--- src/hdl/pal_regs.svh ---
// constants for the process alarm logic: codes, widths, reset values
// assumes inclusion by the package and the modules that need the numbers
`ifndef PAL_REGS_SVH
`define PAL_REGS_SVH
`define PAL_PV_W        16
`define PAL_MSG_W       72
`define PAL_TB_W        16
`define PAL_PWR_NORMAL  2'h0
`define PAL_PWR_FORCED  2'h1
`define PAL_PWR_SUPPR   2'h2
`define PAL_FAULT_NONE  2'h0
`define PAL_FAULT_ALM1  2'h1
`define PAL_FAULT_ALM2  2'h2
`define PAL_DWELL_CYC   24'h5F5E10
`define PAL_TICK_CYC    25'h17D7840
`define PAL_ZERO16      16'h0000
`define PAL_ONE16       16'h0001
`define PAL_ZERO24      24'h000000
`define PAL_ONE24       24'h000001
`define PAL_ZERO25      25'h0000000
`define PAL_ONE25       25'h0000001
`endif

--- src/hdl/pal_pkg.sv ---
// types shared by the process alarm logic
// assumes pal_regs.svh supplies the numeric constants
`include "pal_regs.svh"
package pal_pkg;
	typedef logic [1:0] pal_pwr_type;
	typedef logic [1:0] pal_fault_type;
	typedef enum logic [3:0] {
		PAL_ST_IDLE   = 4'h1,
		PAL_ST_ACTIVE = 4'h2,
		PAL_ST_HELD   = 4'h4,
		PAL_ST_ACKED  = 4'h8
	} pal_state_type;
endpackage : pal_pkg

--- src/hdl/pal_alarm.sv ---
// one alarm channel: latching, acknowledge, power-up policy
// assumes cond_i already merges the comparison and any fault
`timescale 1ns/1ns
`include "pal_regs.svh"
module pal_alarm (
	input  wire logic                 mclk_i,
	input  wire logic                 rst_n_i,
	input  wire logic                 cond_i,
	input  wire logic                 latching_i,
	input  wire logic                 ack_enable_i,
	input  wire pal_pkg::pal_pwr_type power_up_i,
	input  wire logic                 ack_i,
	output logic                      active_o,
	output logic                      ackable_o
);
	import pal_pkg::*;
	pal_state_type state_reg;
	pal_state_type state_next;
	logic          first_reg;
	logic          first_next;

	assign active_o  = (state_reg == PAL_ST_ACTIVE) || (state_reg == PAL_ST_HELD);
	// held latch always ackable; live alarm only if enabled
	assign ackable_o = (state_reg == PAL_ST_HELD) ||
		((state_reg == PAL_ST_ACTIVE) && ack_enable_i);

	always_comb begin
		state_next = state_reg;
		first_next = 1'b0;
		if (first_reg) begin
			case (power_up_i)
				`PAL_PWR_NORMAL: state_next = cond_i ? PAL_ST_ACTIVE : PAL_ST_IDLE;
				`PAL_PWR_FORCED: state_next = cond_i ? PAL_ST_ACTIVE : PAL_ST_HELD;
				`PAL_PWR_SUPPR:  state_next = cond_i ? PAL_ST_ACKED : PAL_ST_IDLE;
				default:         state_next = PAL_ST_IDLE;
			endcase
		end else begin
			case (state_reg)
				PAL_ST_IDLE: begin
					if (cond_i)
						state_next = PAL_ST_ACTIVE;
				end
				PAL_ST_ACTIVE: begin
					if (ack_i && ack_enable_i)
						state_next = PAL_ST_ACKED;
					else if (!cond_i)
						state_next = latching_i ? PAL_ST_HELD : PAL_ST_IDLE; // see
				end
				PAL_ST_HELD: begin
					if (ack_i)
						state_next = cond_i ? PAL_ST_ACKED : PAL_ST_IDLE;
					else if (cond_i)
						state_next = PAL_ST_ACTIVE;
				end
				PAL_ST_ACKED: begin
					if (!cond_i)
						state_next = PAL_ST_IDLE;     // see
				end
				default: state_next = PAL_ST_IDLE;
			endcase
		end
	end

	always_ff @(posedge mclk_i) begin
		if (!rst_n_i) begin
			state_reg <= PAL_ST_IDLE;
			first_reg <= 1'b1;
		end else begin
			state_reg <= state_next;
			first_reg <= first_next;
		end
	end
endmodule : pal_alarm

--- src/hdl/pal_rate.sv ---
// rate-of-change detector: compares pv change over a time base with the threshold
// assumes one-second tick from the top and a time base given in seconds
`timescale 1ns/1ns
`include "pal_regs.svh"
module pal_rate (
	input  wire logic                 mclk_i,
	input  wire logic                 rst_n_i,
	input  wire logic                 tick_i,
	input  wire logic [`PAL_PV_W-1:0] pv_i,
	input  wire logic [`PAL_PV_W-1:0] alarm_threshold_i,
	input  wire logic [`PAL_TB_W-1:0] time_base_i,
	output logic                      trip_o
);
	import pal_pkg::*;
	logic [`PAL_PV_W-1:0] ref_reg;
	logic [`PAL_PV_W-1:0] ref_next;
	logic [`PAL_TB_W-1:0] sec_reg;
	logic [`PAL_TB_W-1:0] sec_next;
	logic                 trip_reg;
	logic                 trip_next;
	logic [`PAL_PV_W-1:0] delta;

	// change over the window, threshold over time base gives the rate limit
	always_comb begin
		delta     = (pv_i >= ref_reg) ? pv_i - ref_reg : ref_reg - pv_i;
		ref_next  = ref_reg;
		sec_next  = sec_reg;
		trip_next = trip_reg;
		if (tick_i) begin
			if (sec_reg + `PAL_ONE16 >= time_base_i) begin
				trip_next = (delta >= alarm_threshold_i); // see
				ref_next  = pv_i;
				sec_next  = `PAL_ZERO16;
			end else begin
				sec_next = sec_reg + `PAL_ONE16;
			end
		end
	end

	always_ff @(posedge mclk_i) begin
		if (!rst_n_i) begin
			ref_reg  <= `PAL_ZERO16;
			sec_reg  <= `PAL_ZERO16;
			trip_reg <= 1'b0;
		end else begin
			ref_reg  <= ref_next;
			sec_reg  <= sec_next;
			trip_reg <= trip_next;
		end
	end
	assign trip_o = trip_reg;
endmodule : pal_rate

--- src/hdl/pal_top.sv ---
// alarm handling for one control loop: two alarms, ack key, messages, fault, rate
// assumes key press is a one-cycle pulse and inputs are synchronous to mclk_i
// How it works
// two alarms, each with own settings
// latching alarm holds until acknowledged
// non-latching alarm clears with condition
// ack enable allows acknowledging live alarm
// cleared latched alarm always acknowledgeable
// key lamp lit while anything is ackable
// first press acks alarm one, then two
// normal power-up follows present condition
// forced power-up always starts active
// suppressed power-up waits for clear, recur
// messages per alarm, alternate when several
// fault alarms on lost pv signal
// fault goes to one alarm only
// fault adds to normal comparison
// rate trip with break action forces manual
// rate alarm on change within time base
// rate limit is threshold over time base
// live ack drops output until recurrence
`timescale 1ns/1ns
`include "pal_regs.svh"
module pal_top (
	input  wire logic                   mclk_i,
	input  wire logic                   rst_n_i,
	input  wire logic [1:0]             compare_i,
	input  wire logic [1:0]             rate_type_i,
	input  wire logic [1:0]             latching_i,
	input  wire logic [1:0]             ack_enable_i,
	input  wire pal_pkg::pal_pwr_type   power_up1_i,
	input  wire pal_pkg::pal_pwr_type   power_up2_i,
	input  wire logic [`PAL_MSG_W-1:0]  message1_i,
	input  wire logic [`PAL_MSG_W-1:0]  message2_i,
	input  wire logic                   diag_pending_i,
	input  wire logic [`PAL_MSG_W-1:0]  diag_message_i,
	input  wire pal_pkg::pal_fault_type fault_assign_i,
	input  wire logic                   pv_lost_i,
	input  wire logic [`PAL_PV_W-1:0]   pv_i,
	input  wire logic [`PAL_PV_W-1:0]   alarm_threshold1_i,
	input  wire logic [`PAL_PV_W-1:0]   alarm_threshold2_i,
	input  wire logic [`PAL_TB_W-1:0]   time_base_i,
	input  wire logic                   break_action_i,
	input  wire logic                   ack_key_i,
	output logic [1:0]                  alarm_o,
	output logic                        ack_lamp_o,
	output logic                        msg_valid_o,
	output logic [`PAL_MSG_W-1:0]       msg_o,
	output logic                        input_break_response_o
);
	import pal_pkg::*;

	logic [1:0]           rate_trip;
	logic [1:0]           cond;
	logic [1:0]           active;
	logic [1:0]           ackable;
	logic [1:0]           ack_pulse;
	logic [`PAL_PV_W-1:0] thr [2];
	logic                 tick;

	logic [24:0]          tick_cnt_reg;
	logic [24:0]          tick_cnt_next;
	logic [23:0]          dwell_reg;
	logic [23:0]          dwell_next;
	logic [1:0]           sel_reg;
	logic [1:0]           sel_next;
	logic [1:0]           alarm_reg;
	logic                 lamp_reg;
	logic                 msg_valid_reg;
	logic                 msg_valid_next;
	logic [`PAL_MSG_W-1:0] msg_reg;
	logic [`PAL_MSG_W-1:0] msg_next;
	logic                 brk_reg;

	// fault routed by a single code, so at most one alarm sees it
	function automatic logic fault_hits(input pal_fault_type sel, input int idx);
		fault_hits = (idx == 0) ? (sel == `PAL_FAULT_ALM1) : (sel == `PAL_FAULT_ALM2);
	endfunction : fault_hits

	// pending check for message slot 0..2
	function automatic logic slot_pending(input logic [1:0] s, input logic [1:0] act,
		input logic diag);
		case (s)
			2'h0:    slot_pending = act[0];
			2'h1:    slot_pending = act[1];
			2'h2:    slot_pending = diag;
			default: slot_pending = 1'b0;
		endcase
	endfunction : slot_pending

	assign thr[0] = alarm_threshold1_i;
	assign thr[1] = alarm_threshold2_i;

	// one-second tick for the rate time base
	always_comb begin
		tick          = (tick_cnt_reg == `PAL_TICK_CYC - `PAL_ONE25);
		tick_cnt_next = tick ? `PAL_ZERO25 : tick_cnt_reg + `PAL_ONE25;
	end

	// alarm one is served first; alarm two only when one is not ackable
	assign ack_pulse[0] = ack_key_i && ackable[0];
	assign ack_pulse[1] = ack_key_i && ackable[1] && !ackable[0];

	genvar g;
	generate
		for (g = 0; g < 2; g++) begin : g_alm
			pal_rate u_rate (
				.mclk_i            (mclk_i),
				.rst_n_i           (rst_n_i),
				.tick_i            (tick),
				.pv_i              (pv_i),
				.alarm_threshold_i (thr[g]),
				.time_base_i       (time_base_i),
				.trip_o            (rate_trip[g])
			);
			// normal or rate comparison, plus the additive fault
			assign cond[g] = (rate_type_i[g] ? rate_trip[g] : compare_i[g]) ||
				(pv_lost_i && fault_hits(fault_assign_i, g)); // see
			pal_alarm u_alarm (
				.mclk_i       (mclk_i),
				.rst_n_i      (rst_n_i),
				.cond_i       (cond[g]),
				.latching_i   (latching_i[g]),
				.ack_enable_i (ack_enable_i[g]),
				.power_up_i   ((g == 0) ? power_up1_i : power_up2_i),
				.ack_i        (ack_pulse[g]),
				.active_o     (active[g]),
				.ackable_o    (ackable[g])
			);
		end
	endgenerate

	// message rotation: each pending message dwells, then the next pending one
	always_comb begin
		sel_next       = sel_reg;
		dwell_next     = dwell_reg;
		msg_valid_next = 1'b0;
		msg_next       = msg_reg;
		if (!slot_pending(sel_reg, active, diag_pending_i) ||
			dwell_reg == `PAL_DWELL_CYC - `PAL_ONE24) begin
			dwell_next = `PAL_ZERO24;
			sel_next   = (sel_reg == 2'h2) ? 2'h0 : sel_reg + 2'h1;
		end else begin
			dwell_next = dwell_reg + `PAL_ONE24;
		end
		if (slot_pending(sel_reg, active, diag_pending_i)) begin
			msg_valid_next = 1'b1;
			case (sel_reg)
				2'h0:    msg_next = message1_i;
				2'h1:    msg_next = message2_i;
				default: msg_next = diag_message_i;
			endcase
		end
	end

	always_ff @(posedge mclk_i) begin
		if (!rst_n_i) begin
			tick_cnt_reg  <= `PAL_ZERO25;
			dwell_reg     <= `PAL_ZERO24;
			sel_reg       <= 2'h0;
			alarm_reg     <= 2'h0;
			lamp_reg      <= 1'b0;
			msg_valid_reg <= 1'b0;
			msg_reg       <= {`PAL_MSG_W{1'b0}};
			brk_reg       <= 1'b0;
		end else begin
			tick_cnt_reg  <= tick_cnt_next;
			dwell_reg     <= dwell_next;
			sel_reg       <= sel_next;
			alarm_reg     <= active;
			lamp_reg      <= |ackable;
			msg_valid_reg <= msg_valid_next;
			msg_reg       <= msg_next;
			brk_reg       <= break_action_i && |(rate_trip & rate_type_i);
		end
	end

	assign alarm_o                = alarm_reg;
	assign ack_lamp_o             = lamp_reg;
	assign msg_valid_o            = msg_valid_reg;
	assign msg_o                  = msg_reg;
	assign input_break_response_o = brk_reg;
endmodule : pal_top

--- config.mk ---
export PLATFORM = sky130hd
export DESIGN_NAME = pal_top
export DESIGN_NICKNAME = d
export VERILOG_FILES = /design/src/hdl/pal_pkg.sv /design/src/hdl/pal_alarm.sv /design/src/hdl/pal_rate.sv /design/src/hdl/pal_top.sv
export VERILOG_INCLUDE_DIRS = /design/src /design/src/hdl
export SDC_FILE = /design/constraint.sdc
export NUM_CORES = 1
export LEC_CHECK = 0
export BUFFER_PORTS_ARGS = -buffer_cell sky130_fd_sc_hd__buf_4
export CELL_PAD_IN_SITES_DETAIL_PLACEMENT = 1
export CELL_PAD_IN_SITES_GLOBAL_PLACEMENT = 1
export CORE_ASPECT_RATIO = 1.75
export CORE_MARGIN = 8
export CORE_UTILIZATION = 39
export DETAILED_ROUTE_END_ITERATION = 12
export GPL_ROUTABILITY_DRIVEN = 1
export PLACE_DENSITY_LB_ADDON = 0.1
export RECOVER_POWER = 100
export SKIP_CTS_REPAIR_TIMING = 1
export SYNTH_ARGS = -nofsm -noshare
export SYNTH_HDL_FRONTEND = slang
export SYNTH_SLANG_ARGS = --single-unit
--- constraint.sdc ---
create_clock -name mclk_i -period 5.3 [get_ports mclk_i]
set_input_delay 0.265 -clock mclk_i [delete_from_list [all_inputs] [get_ports mclk_i]]
set_output_delay 0.265 -clock mclk_i [all_outputs]
set_load 0.01 [all_outputs]
==> results.md, run 1 <==
- Status: finished, violations left
- Failing checks: capacitance limit, slew limit
- TritonCTS clock tree: built
- Sink Count: about 200
- Top Layer Used: met4
- PD cells: approximately 320 nW/µm²
- PortBufs: 376
- Post-route setup slack: just under 0.7 ns
- Flops & latches, synth: 203
- Metal2 WL: 29.0 mm
- Final hold vios: 0
- Slew headroom: -84.6%
- Post-route setup TNS: 0 ns
- Setup crit start kind: register
- GRT overflow: 0
- Placed inst area: 17,400 µm²
- Slew Limit Fails: 136
- Via count: around 14,000
- Post-synth top area share: between 20 and 30%
- Nets: ~2,600
- Via/cell ratio: ~5.3
- Final instance area: 17,800 µm²
- Post-synth top flop: dfxtp_1
- Crit path time final: roughly 4.6 ns
- Critical Path AT: 5.00 ns
- WP data required: approximately 5.7 ns
- Setup-failing EPs final: 0
- Ys async rst share: 0%
- # rows: between 90 and 100
- HPWL after DPL: roughly 42 mm
- Fin util: 48.8%
- Pleak: around 8.4 nW
- Final worst-path cycle share: ~87%
- Actual slew at the worst max-slew pin: between 2 and 3 ns
- Largest net degree at the start of global routing: 127
- Die ar.: between 40,000 and 50,000 µm²
- Filler cells: roughly 4,700
- Synthesized area: between 10,000 and 15,000 µm²
- Crit Path Class: reg -> reg
- Post-synth EDFFs: 0
- Most common cell in the synthesized netlist: nor2_1
- DR DRC count: 0
- Post-DRT Antenna Nets: 0
- Vias in the first global route: roughly 16,000
- Mapped Cells: ~1,900
- Distinct cells, synth: just under 70
- Synth top cells by count: nor2_1 (326), a21oi_1 (220), dfxtp_1 (203)
- Max reg flops: 72
- Nature of the critical path endpoint: register
- First-pass GRT wire length: between 80 and 90 mm
- DRT Pass-1 Iters: 4
- Core area: between 30,000 and 40,000 µm²
- Initial antenna violation count: 1
- H-tree depth: 1
- Share of layout cells above drive strength 1: between 15 and 20%
- Max Clk Rate: 217 MHz
- Worst Hold Class: in -> reg
- DR iter-0 viols: between 300 and 400
- Clock latency on the worst-skew pair: around 0.54 ns
- Wirelength, routed: 52.1 mm
- Setup Skew: about 0.034 ns
- Register clock-pin slew on the reported worst setup and hold paths: 0.07 ns
- Synth area leader: dfxtp_1
- Ys Warns: 0
- Initial Util: roughly two fifths
- Io pins: 377
- Synth Net Count: about 2,300
- Total CTS buffers: 23
- Clk root buf: clkbuf_16
- Total of max-cap violations: 2
- Die Width: roughly 160 µm
- Sequential share of the synthesized area: between 20% and 30%
- RSZ-0062 raised after global routing: false
- Crit path max fanout: 10
- Wire per inst: approximately 19 µm
- CTS Buffer Depth: 3
- Pre-CTS worst setup slack: approximately 0.89 ns
- Total global-route track usage: a little under a quarter
- Largest cells by area after synthesis: dfxtp_1 (28%), ha_1 (11%), mux2i_1 (9.6%)
- Syn_area_per_cell: 7.67 µm²
- VDD IR-drop max: ~0.00027 V
- WL met3: approximately 2.2 mm
- Area Growth Syn to Fin: 24.6%
- M1 wire length: roughly 19 mm
- Die height: roughly 270 µm
- GPL Wtd Cong: between 0.9 and 1
## cell usage in the layout (no fill, tap or decap), types with 5 or more instances in the layout
cell type	n
a22o_1	14
o211ai_1	5
o21a_1	8
nor4_1	6
dfxtp_1	202
nor3_1	18
clkbuf_16	23
clkbuf_8	5
nor4b_1	6
or3_1	7
o21bai_1	9
o21ai_0	70
xor2_1	45
nand4_1	26
and3_1	22
nor2_1	326
a21o_1	41
or2_2	8
nor2b_1	14
ha_1	130
and2_1	6
nand2b_1	30
clkbuf_1	81
nand3_1	39
buf_4	303
xnor2_1	46
mux2i_1	137
inv_1	118
a211oi_1	11
a21oi_1	220
nand2_1	148
## power by group
part           leakage, nW  switching (mW)  total, mW  internal, mW
logic                 6.35            1.24       2.07         0.832
clock network        0.366           0.710       1.63         0.924
registers             1.65           0.227       1.95          1.73
## layer usage
layer / vias to the layer above / global-route usage (%)
met2: 315 / 46.7
met5: - / 0
met4: 0 / 7.97
met1: 6824 / 23.1
li1: 7008 / -
met3: 84 / 4.26
## layout make-up
class,instances,area (µm²),area share [%]
Multi-Input combinational cell,1453,9380,52.6
Sequential cell,203,4070,22.8
Timing Repair Buffer,384,2600,14.6
Clock buffer,31,656,3.67
Tap cell,475,594,3.33
Inverter,118,443,2.48
Clock inverter,11,98.8,0.554
Antenna cell,1,2.50,0.0140
## worst max-delay path: stages, from the launching register on
cell      delay (ns)
dfxtp_1         0.36
ha_1            0.17
inv_1           0.05
fa_1            0.42
a211oi_1        0.28
o31a_1          0.26
nor4_1          0.08
a211o_1         0.30
a21boi_1        0.66
buf_4           0.35
mux2i_1         0.24
xnor2_1         0.17
ha_1            0.29
a21o_1          0.18
a21o_1          0.17
a21oi_1         0.16
o21ai_0         0.10
o21ai_0         0.15
mux2i_1         0.08
## through the flow
stage | cells | hold slack (ns) | power, mW
after floorplan | 1867 | 0.381 | 3.30
after global placement | 2632 | 0.427 | 4.18
after detailed placement | 2632 | 0.431 | 4.23
after CTS | 2674 | -0.0310 | 5.90
after global routing | 2676 | 0.0403 | 6.06
final | 2676 | 0.0457 | 5.66
## path summary, 6_finish.rpt
path / startpoint / to / depth (start not counted) / slack, ns
setup / recovery: g_alm[0].u_rate.ref_reg[0] / g_alm[0].u_rate.trip_o / 18 / 0.68
hold / removal: pv_i[7] / g_alm[0].u_rate.ref_reg[7] / 3 / 0.05
setup reg to reg: g_alm[0].u_rate.ref_reg[0] / g_alm[0].u_rate.trip_o / 18 / 0.68
hold reg to reg: tick_cnt_reg[0] / tick_cnt_reg[0] / 1 / 0.44
## cells by family (layout without fill, tap and decap cells)
| group | count (synthesis) | after routing | synth area share, % |
|---|---|---|---|
| flops | 203 | 203 | 28.4 |
| fa+ha+maj | 134 | 134 | 11.9 |
| buf+inv | 211 | 544 | 5.88 |
| simple gates | 673 | 673 | 21.1 |
| mux | 140 | 140 | 9.82 |
| compound gates | 415 | 415 | 17.3 |
| other cells | 0 | 1 | 0 |
| xor+xnor | 91 | 91 | 5.57 |
No activity file was read; power rests on OpenSTA's default activity.
==> inputs of run 2 (changes only) <==
- MAX_ROUTING_LAYER: default -> met4
==> results.md, run 2 (synthesis gave the netlist of run 1 again) <==
- Cell family with most CP delay: compound AO/OA/AOI/OAI gates
- Core area: roughly 37,000 µm²
- VDD IR-drop max: about 0.00024 V
- FF-to-FF setup slack: a little over 0.6 ns
- GRT overflow: 0
- Total CTS buffers: 23
- H-tree depth: 1
- Io pins: ~380
- Tot Pwr: ~5.7 mW
- PD cells: 320 nW/µm²
- Placed inst area: 17,400 µm²
- Pleak: around 8.4 nW
- GPL Wtd Cong: between 0.9 and 1
- Largest net degree at the start of global routing: 81
- Initial antenna violation count: 2
- HPWL after DPL: ~43 mm
- Via/cell ratio: approximately 5.3
- Crit Path Class: reg -> reg
- Slew Limit Fails: between 150 and 200
- Post-DRT Antenna Nets: 0
- Max Clk Rate: approximately 210 MHz
- Area Growth Syn to Fin: 24.8%
- Critical Path AT: just over 5 ns
- Filler cells: roughly 4,600
- DR iter-0 viols: 352
- Setup-failing EPs final: 0
- DRT Pass-1 Iters: 4
- Clock latency on the worst-skew pair: 0.52 ns
- Setup Skew: approximately 0.010 ns
- Final instance area: 17,900 µm²
- Setup crit start kind: register
- Wirelength, routed: 51.9 mm
- Sink Count: ~200
- Final hold vios: 0
- Crit path time final: about 4.7 ns
- Nature of the critical path endpoint: register
- Vias in the first global route: around 16,000
- Most frequent cells in the layout: nor2_1 (326), buf_4 (305), a21oi_1 (220)
- PortBufs: about 380
- Register clock-pin slew on the reported worst setup and hold paths: 0.06 ns
- Max reg flops: 72
- Final worst-path cycle share: between 80 and 90%
- Die Width: 161 µm
- CTS Buffer Depth: 3
- Clk root buf: clkbuf_16
- Slowest Stage Delay on Critical Path: 0.69 ns
- RSZ-0062 raised after global routing: false
- Total of max-cap violations: 3
- Slew headroom: -94.6%
- Worst Hold Class: in -> reg
- Critical Path, Cell by Cell: ha_1, inv_1, fa_1, a211oi_1, o31a_1, nor4_1, a211o_1, a21boi_1, buf_4, mux2i_1, xnor2_1, ha_1, a21o_1, a21o_1, a21oi_1, o21ai_0, o21ai_0, mux2i_1
- Slowest CP cell: a21boi_1
- Initial Util: roughly 39%
- # rows: 93
- Buf/Inv on CP: 2
- Fin util: 48.9%
- Post-route setup TNS: 0 ns
- Nets: ~2,600
- Commonest non-fill, non-tap cell in the layout: nor2_1
- Crit path max fanout: 10
- Wire per inst: 19.4 µm
- Die ar.: around 43,000 µm²
- First-pass GRT wire length: 81.2 mm
- DR DRC count: 0
- TritonCTS clock tree: built
- Status: finished, violations left
- Via count: between 10,000 and 15,000
- Failing checks: capacitance limit, slew limit
- Share of layout cells above drive strength 1: between 10% and 20%
- Die height: between 200 and 300 µm
- Total global-route track usage: a little under a quarter
- Actual slew at the worst max-slew pin: around 2.9 ns
- WP data required: around 5.7 ns
[run 2: cell count changes in the layout (fill, tap and decap cells not counted), moves of 2 or more]
cell / delta
buf_4: +2
clkinvlp_4: -2
clkbuf_8: -3
bufinv_16: +3
clkinv_1: +3
[run 2: per-layer routing]
layer / GRT usage, % / up-vias / wire (µm)
met4: 9.05 / 0 / 1830
met5: - / - / 0
li1: - / 7016 / -
met2: 46.1 / 328 / 28900
met1: 23.1 / 6748 / 19000
met3: 3.74 / 85 / 2150
[run 2: stage by stage]
stage	setup WS [ns]	instances	hold WS, ns
after floorplan	1.67	1867	0.381
after global placement	1.04	2633	0.424
after detailed placement	0.843	2633	0.442
after CTS	0.978	2674	-0.0285
after global routing	0.390	2677	0.0516
final	0.614	2677	0.0548
[run 2: cell type report]
class                   count  area, µm²  area share (%)
diodes                      2       5.00          0.0280
clock buffers              27        611            3.42
clock inverters            14        173           0.967
inverters                 118        443            2.48
multi-input cells        1453       9370            52.5
flip-flops and latches    203       4070            22.8
well taps                 475        594            3.33
repair buffers            385       2600            14.5
[run 2: path summary, 6_finish.rpt]
| kind | start | end | cells past startpoint |
|---|---|---|---|
| setup / recovery | g_alm[0].u_rate.ref_reg[0] | g_alm[0].u_rate.trip_o | 18 |
| hold / removal | pv_i[7] | g_alm[1].u_rate.ref_reg[7] | 3 |
| setup reg to reg | g_alm[0].u_rate.ref_reg[0] | g_alm[0].u_rate.trip_o | 18 |
| hold reg to reg | tick_cnt_reg[0] | tick_cnt_reg[0] | 1 |
[run 2: worst reg2reg max path: stages, from the launching register on]
cell	delay, ns
dfxtp_1	0.36
ha_1	0.17
inv_1	0.05
fa_1	0.43
a211oi_1	0.26
o31a_1	0.28
nor4_1	0.08
a211o_1	0.31
a21boi_1	0.69
buf_4	0.35
mux2i_1	0.25
xnor2_1	0.16
ha_1	0.27
a21o_1	0.19
a21o_1	0.17
a21oi_1	0.14
o21ai_0	0.10
o21ai_0	0.18
mux2i_1	0.08
[run 2: power breakdown]
part | internal (mW) | total, mW | switching, mW
registers | 1.73 | 1.94 | 0.213
clock network | 1.02 | 1.69 | 0.677
logic | 0.824 | 2.08 | 1.25
==> inputs of run 3 (changes only) <==
- CORE_UTILIZATION: 39 -> 40
- SYNTH_HIERARCHICAL: default -> 1
==> results.md, run 3 <==
- HPWL after DPL: ~45 mm
- Clock Power Share: 38.2%
- Synth area leader: dfxtp_1
- Failing checks: capacitance limit, slew limit
- Reg2Reg Capture Point: g_alm[1].u_rate/ref_reg[10]
- Initial antenna violation count: 2
- Synth Net Count: 2,357
- Setup crit start kind: register
- FF-to-FF setup slack: slightly above 0.8 ns
- Mapped Cells: around 1,900
- Total of max-cap violations: 2
- Die height: 276 µm
- Post-route setup TNS: 0 ns
- Max Clk Rate: 223 MHz
- Max reg flops: 72
- Io pins: between 300 and 400
- Post-synth top area share: between 20% and 30%
- Worst R2R Start: g_alm[1].u_rate/sec_reg[4]
- Via/cell ratio: around 5.3
- Die Width: between 150 and 200 µm
- Sw Pwr: roughly 1.3 mW
- WP data required: approximately 5.7 ns
- Register clock-pin slew on the reported worst setup and hold paths: around 0.06 ns
- DR iter-0 viols: 484
- RSZ-0062 raised after global routing: false
- VDD IR-drop max: 0.000200 V
- Non-Filler Instances: 2,739
- Commonest non-fill, non-tap cell in the layout: buf_4
- Core area: about 38,000 µm²
- Die ar.: 45,500 µm²
- Slew Limit Fails: ~150
- DRT Pass-1 Iters: 4
- H-tree depth: 1
- Final worst-path cycle share: between 80% and 90%
- PD cells: 229 nW/µm²
- Most common cell in the synthesized netlist: nand2_1
- Hold EP: g_alm[0].u_rate/ref_reg[4]
- # rows: between 90 and 100
- Post-DRT Antenna Nets: 0
- Largest net degree at the start of global routing: between 100 and 150
- Ys async rst share: 0%
- Crit path time final: about 4.5 ns
- Int Power: roughly 3 mW
- Actual slew at the worst max-slew pin: 3.04 ns
- Post-synth top flop: dfxtp_1
- Synthesized area: 15,500 µm²
- Via count: 14,600
- Slew headroom: -103%
- Post-route setup slack: approximately 0.83 ns
- Synth top cells by count: nand2_1 (224), mux2i_1 (207), dfxtp_1 (204)
- Sequential share of the synthesized area: about a quarter
- Post-synth EDFFs: 0
- Initial Util: between 40 and 50%
- Setup-failing EPs final: 0
- Crit Path Class: reg -> reg
- Final hold vios: 0
- Total global-route track usage: 24.3%
- Clk root buf: clkbuf_16
- Worst Hold Class: in -> reg
- Cells after DPL: 2,692
- Combinational share of power: a little under a quarter
- Wirelength, routed: 55.9 mm
- Nets: around 2,700
- Setup Skew: about 0.014 ns
- Share of layout cells above drive strength 1: between 10% and 20%
- Critical Path AT: between 4 and 5 ns
- PortBufs: 376
- Sink Count: 204
- Hold depth: 3
- TritonCTS clock tree: built
- Crit path max fanout: 17
- Status: finished, violations left
- Ys Warns: 6
- Pre-CTS worst setup slack: around 1.2 ns
- Area Growth Syn to Fin: 22.2%
- CTS Buffer Depth: 3
- Clock latency on the worst-skew pair: between 0.5 and 0.6 ns
- Flops & latches, synth: just over 200
- Most frequent cells in the layout: buf_4 (307), nand2_1 (224), mux2i_1 (207)
- Net Sw Frac: 30.5%
- GPL Wtd Cong: around 0.96
- Total CTS buffers: 24
- GRT overflow: 0
- Largest cells by area after synthesis: dfxtp_1 (26%), mux2i_1 (13%), ha_1 (11%)
- DR DRC count: 0
- Sequential share of power: a little under two fifths
- Syn_area_per_cell: between 8 and 9 µm²
- Wire per inst: about 20 µm
- First-pass GRT wire length: ~86 mm
- Worst Min Path Start: pv_i[4]
- Nature of the critical path endpoint: register
- Distinct cells, synth: 84
- Pleak: slightly below 9 nW
- Worst reg2reg path depth: 14
- Vias in the first global route: 15,700
## run 3: cell types whose count changed after synthesis, moves of 12 or more
cell      delta
nor2_1     -155
buf_6       +12
nand3_1     +20
a22o_1      -14
o21ai_0     +50
mux2i_1     +70
nand2_1     +79
clkbuf_1    -16
inv_1       +28
a21oi_1    -128
## run 3: worst max-delay path: stages (launching register included)
cell	delay [ns]
dfxtp_1	0.41
and3_1	0.21
and3_1	0.26
nand4_1	0.31
nor2_1	0.23
xor2_1	0.25
ha_1	0.29
nand4_1	0.16
nor3_1	0.10
and3_1	0.18
a211oi_1	1.08
buf_4	0.36
nor2b_1	0.07
buf_4	0.24
mux2i_1	0.17
## run 3: power groups by stage
stage	combinational (mW)	clock, mW	sequential, mW
after floorplan	0.649	0	1.66
after global placement	1.03	0	1.68
after detailed placement	1.06	0	1.69
after CTS	1.06	1.71	1.65
after global routing	1.13	1.78	1.66
final	1.02	1.66	1.65
## run 3: logic make-up (layout without fill, tap and decap cells)
| family | count (synthesis) | count (layout) | share of synthesized area [%] |
|---|---|---|---|
| buf+inv | 253 | 582 | 7.50 |
| fa+ha+maj | 134 | 134 | 11.0 |
| xor+xnor | 102 | 102 | 5.77 |
| flops | 204 | 204 | 26.4 |
| other cells | 0 | 2 | 0 |
| compound gates | 352 | 352 | 14.5 |
| simple gates | 668 | 668 | 21.2 |
| mux | 210 | 210 | 13.6 |
## run 3: worst max path at each step
stage	start	end
after detailed placement	pv_i[9]	g_alm[0].u_rate/trip_o
after floorplan	g_alm[0].u_rate/ref_reg[0]	g_alm[0].u_rate/trip_o
final	g_alm[1].u_rate/sec_reg[4]	g_alm[1].u_rate/ref_reg[10]
after global placement	pv_i[9]	g_alm[0].u_rate/trip_o
after CTS	g_alm[0].u_rate/sec_reg[3]	g_alm[0].u_rate/ref_reg[11]
after global routing	g_alm[0].u_rate/sec_reg[4]	g_alm[0].u_rate/ref_reg[11]
## run 3: per-layer routing
metal | vias to the layer above | track usage, % | wire [µm]
met5 | - | - | 0
li1 | 7277 | - | -
met4 | 0 | 6.52 | 1260
met3 | 64 | 3.72 | 2760
met1 | 7025 | 23.5 | 20400
met2 | 278 | 47.9 | 31500
## run 3: stage by stage
| stage | util (%) | area, µm² | power, mW | hold slack [ns] |
|---|---|---|---|---|
| 2_1_floorplan | - | 15500 | 2.31 | 0.365 |
| 3_3_place_gp | 48.1 | 18400 | 2.71 | 0.422 |
| 3_5_place_dp | 48.1 | 18400 | 2.74 | 0.435 |
| 4_1_cts | 50.2 | 19200 | 4.43 | -0.0577 |
| 5_1_grt | 49.4 | 18900 | 4.57 | 0.0133 |
| 6_report | 49.4 | 18900 | 4.33 | 0.0225 |
## run 3: final cells by class
type | instances | area, µm²
Timing Repair Buffer | 390 | 2620
Clock buffer | 33 | 676
Multi-Input combinational cell | 1466 | 10200
Sequential cell | 204 | 4090
Tap cell | 485 | 607
Clock inverter | 11 | 104
Inverter | 148 | 556
Fill cell | 4766 | 19400
Antenna cell | 2 | 5.00
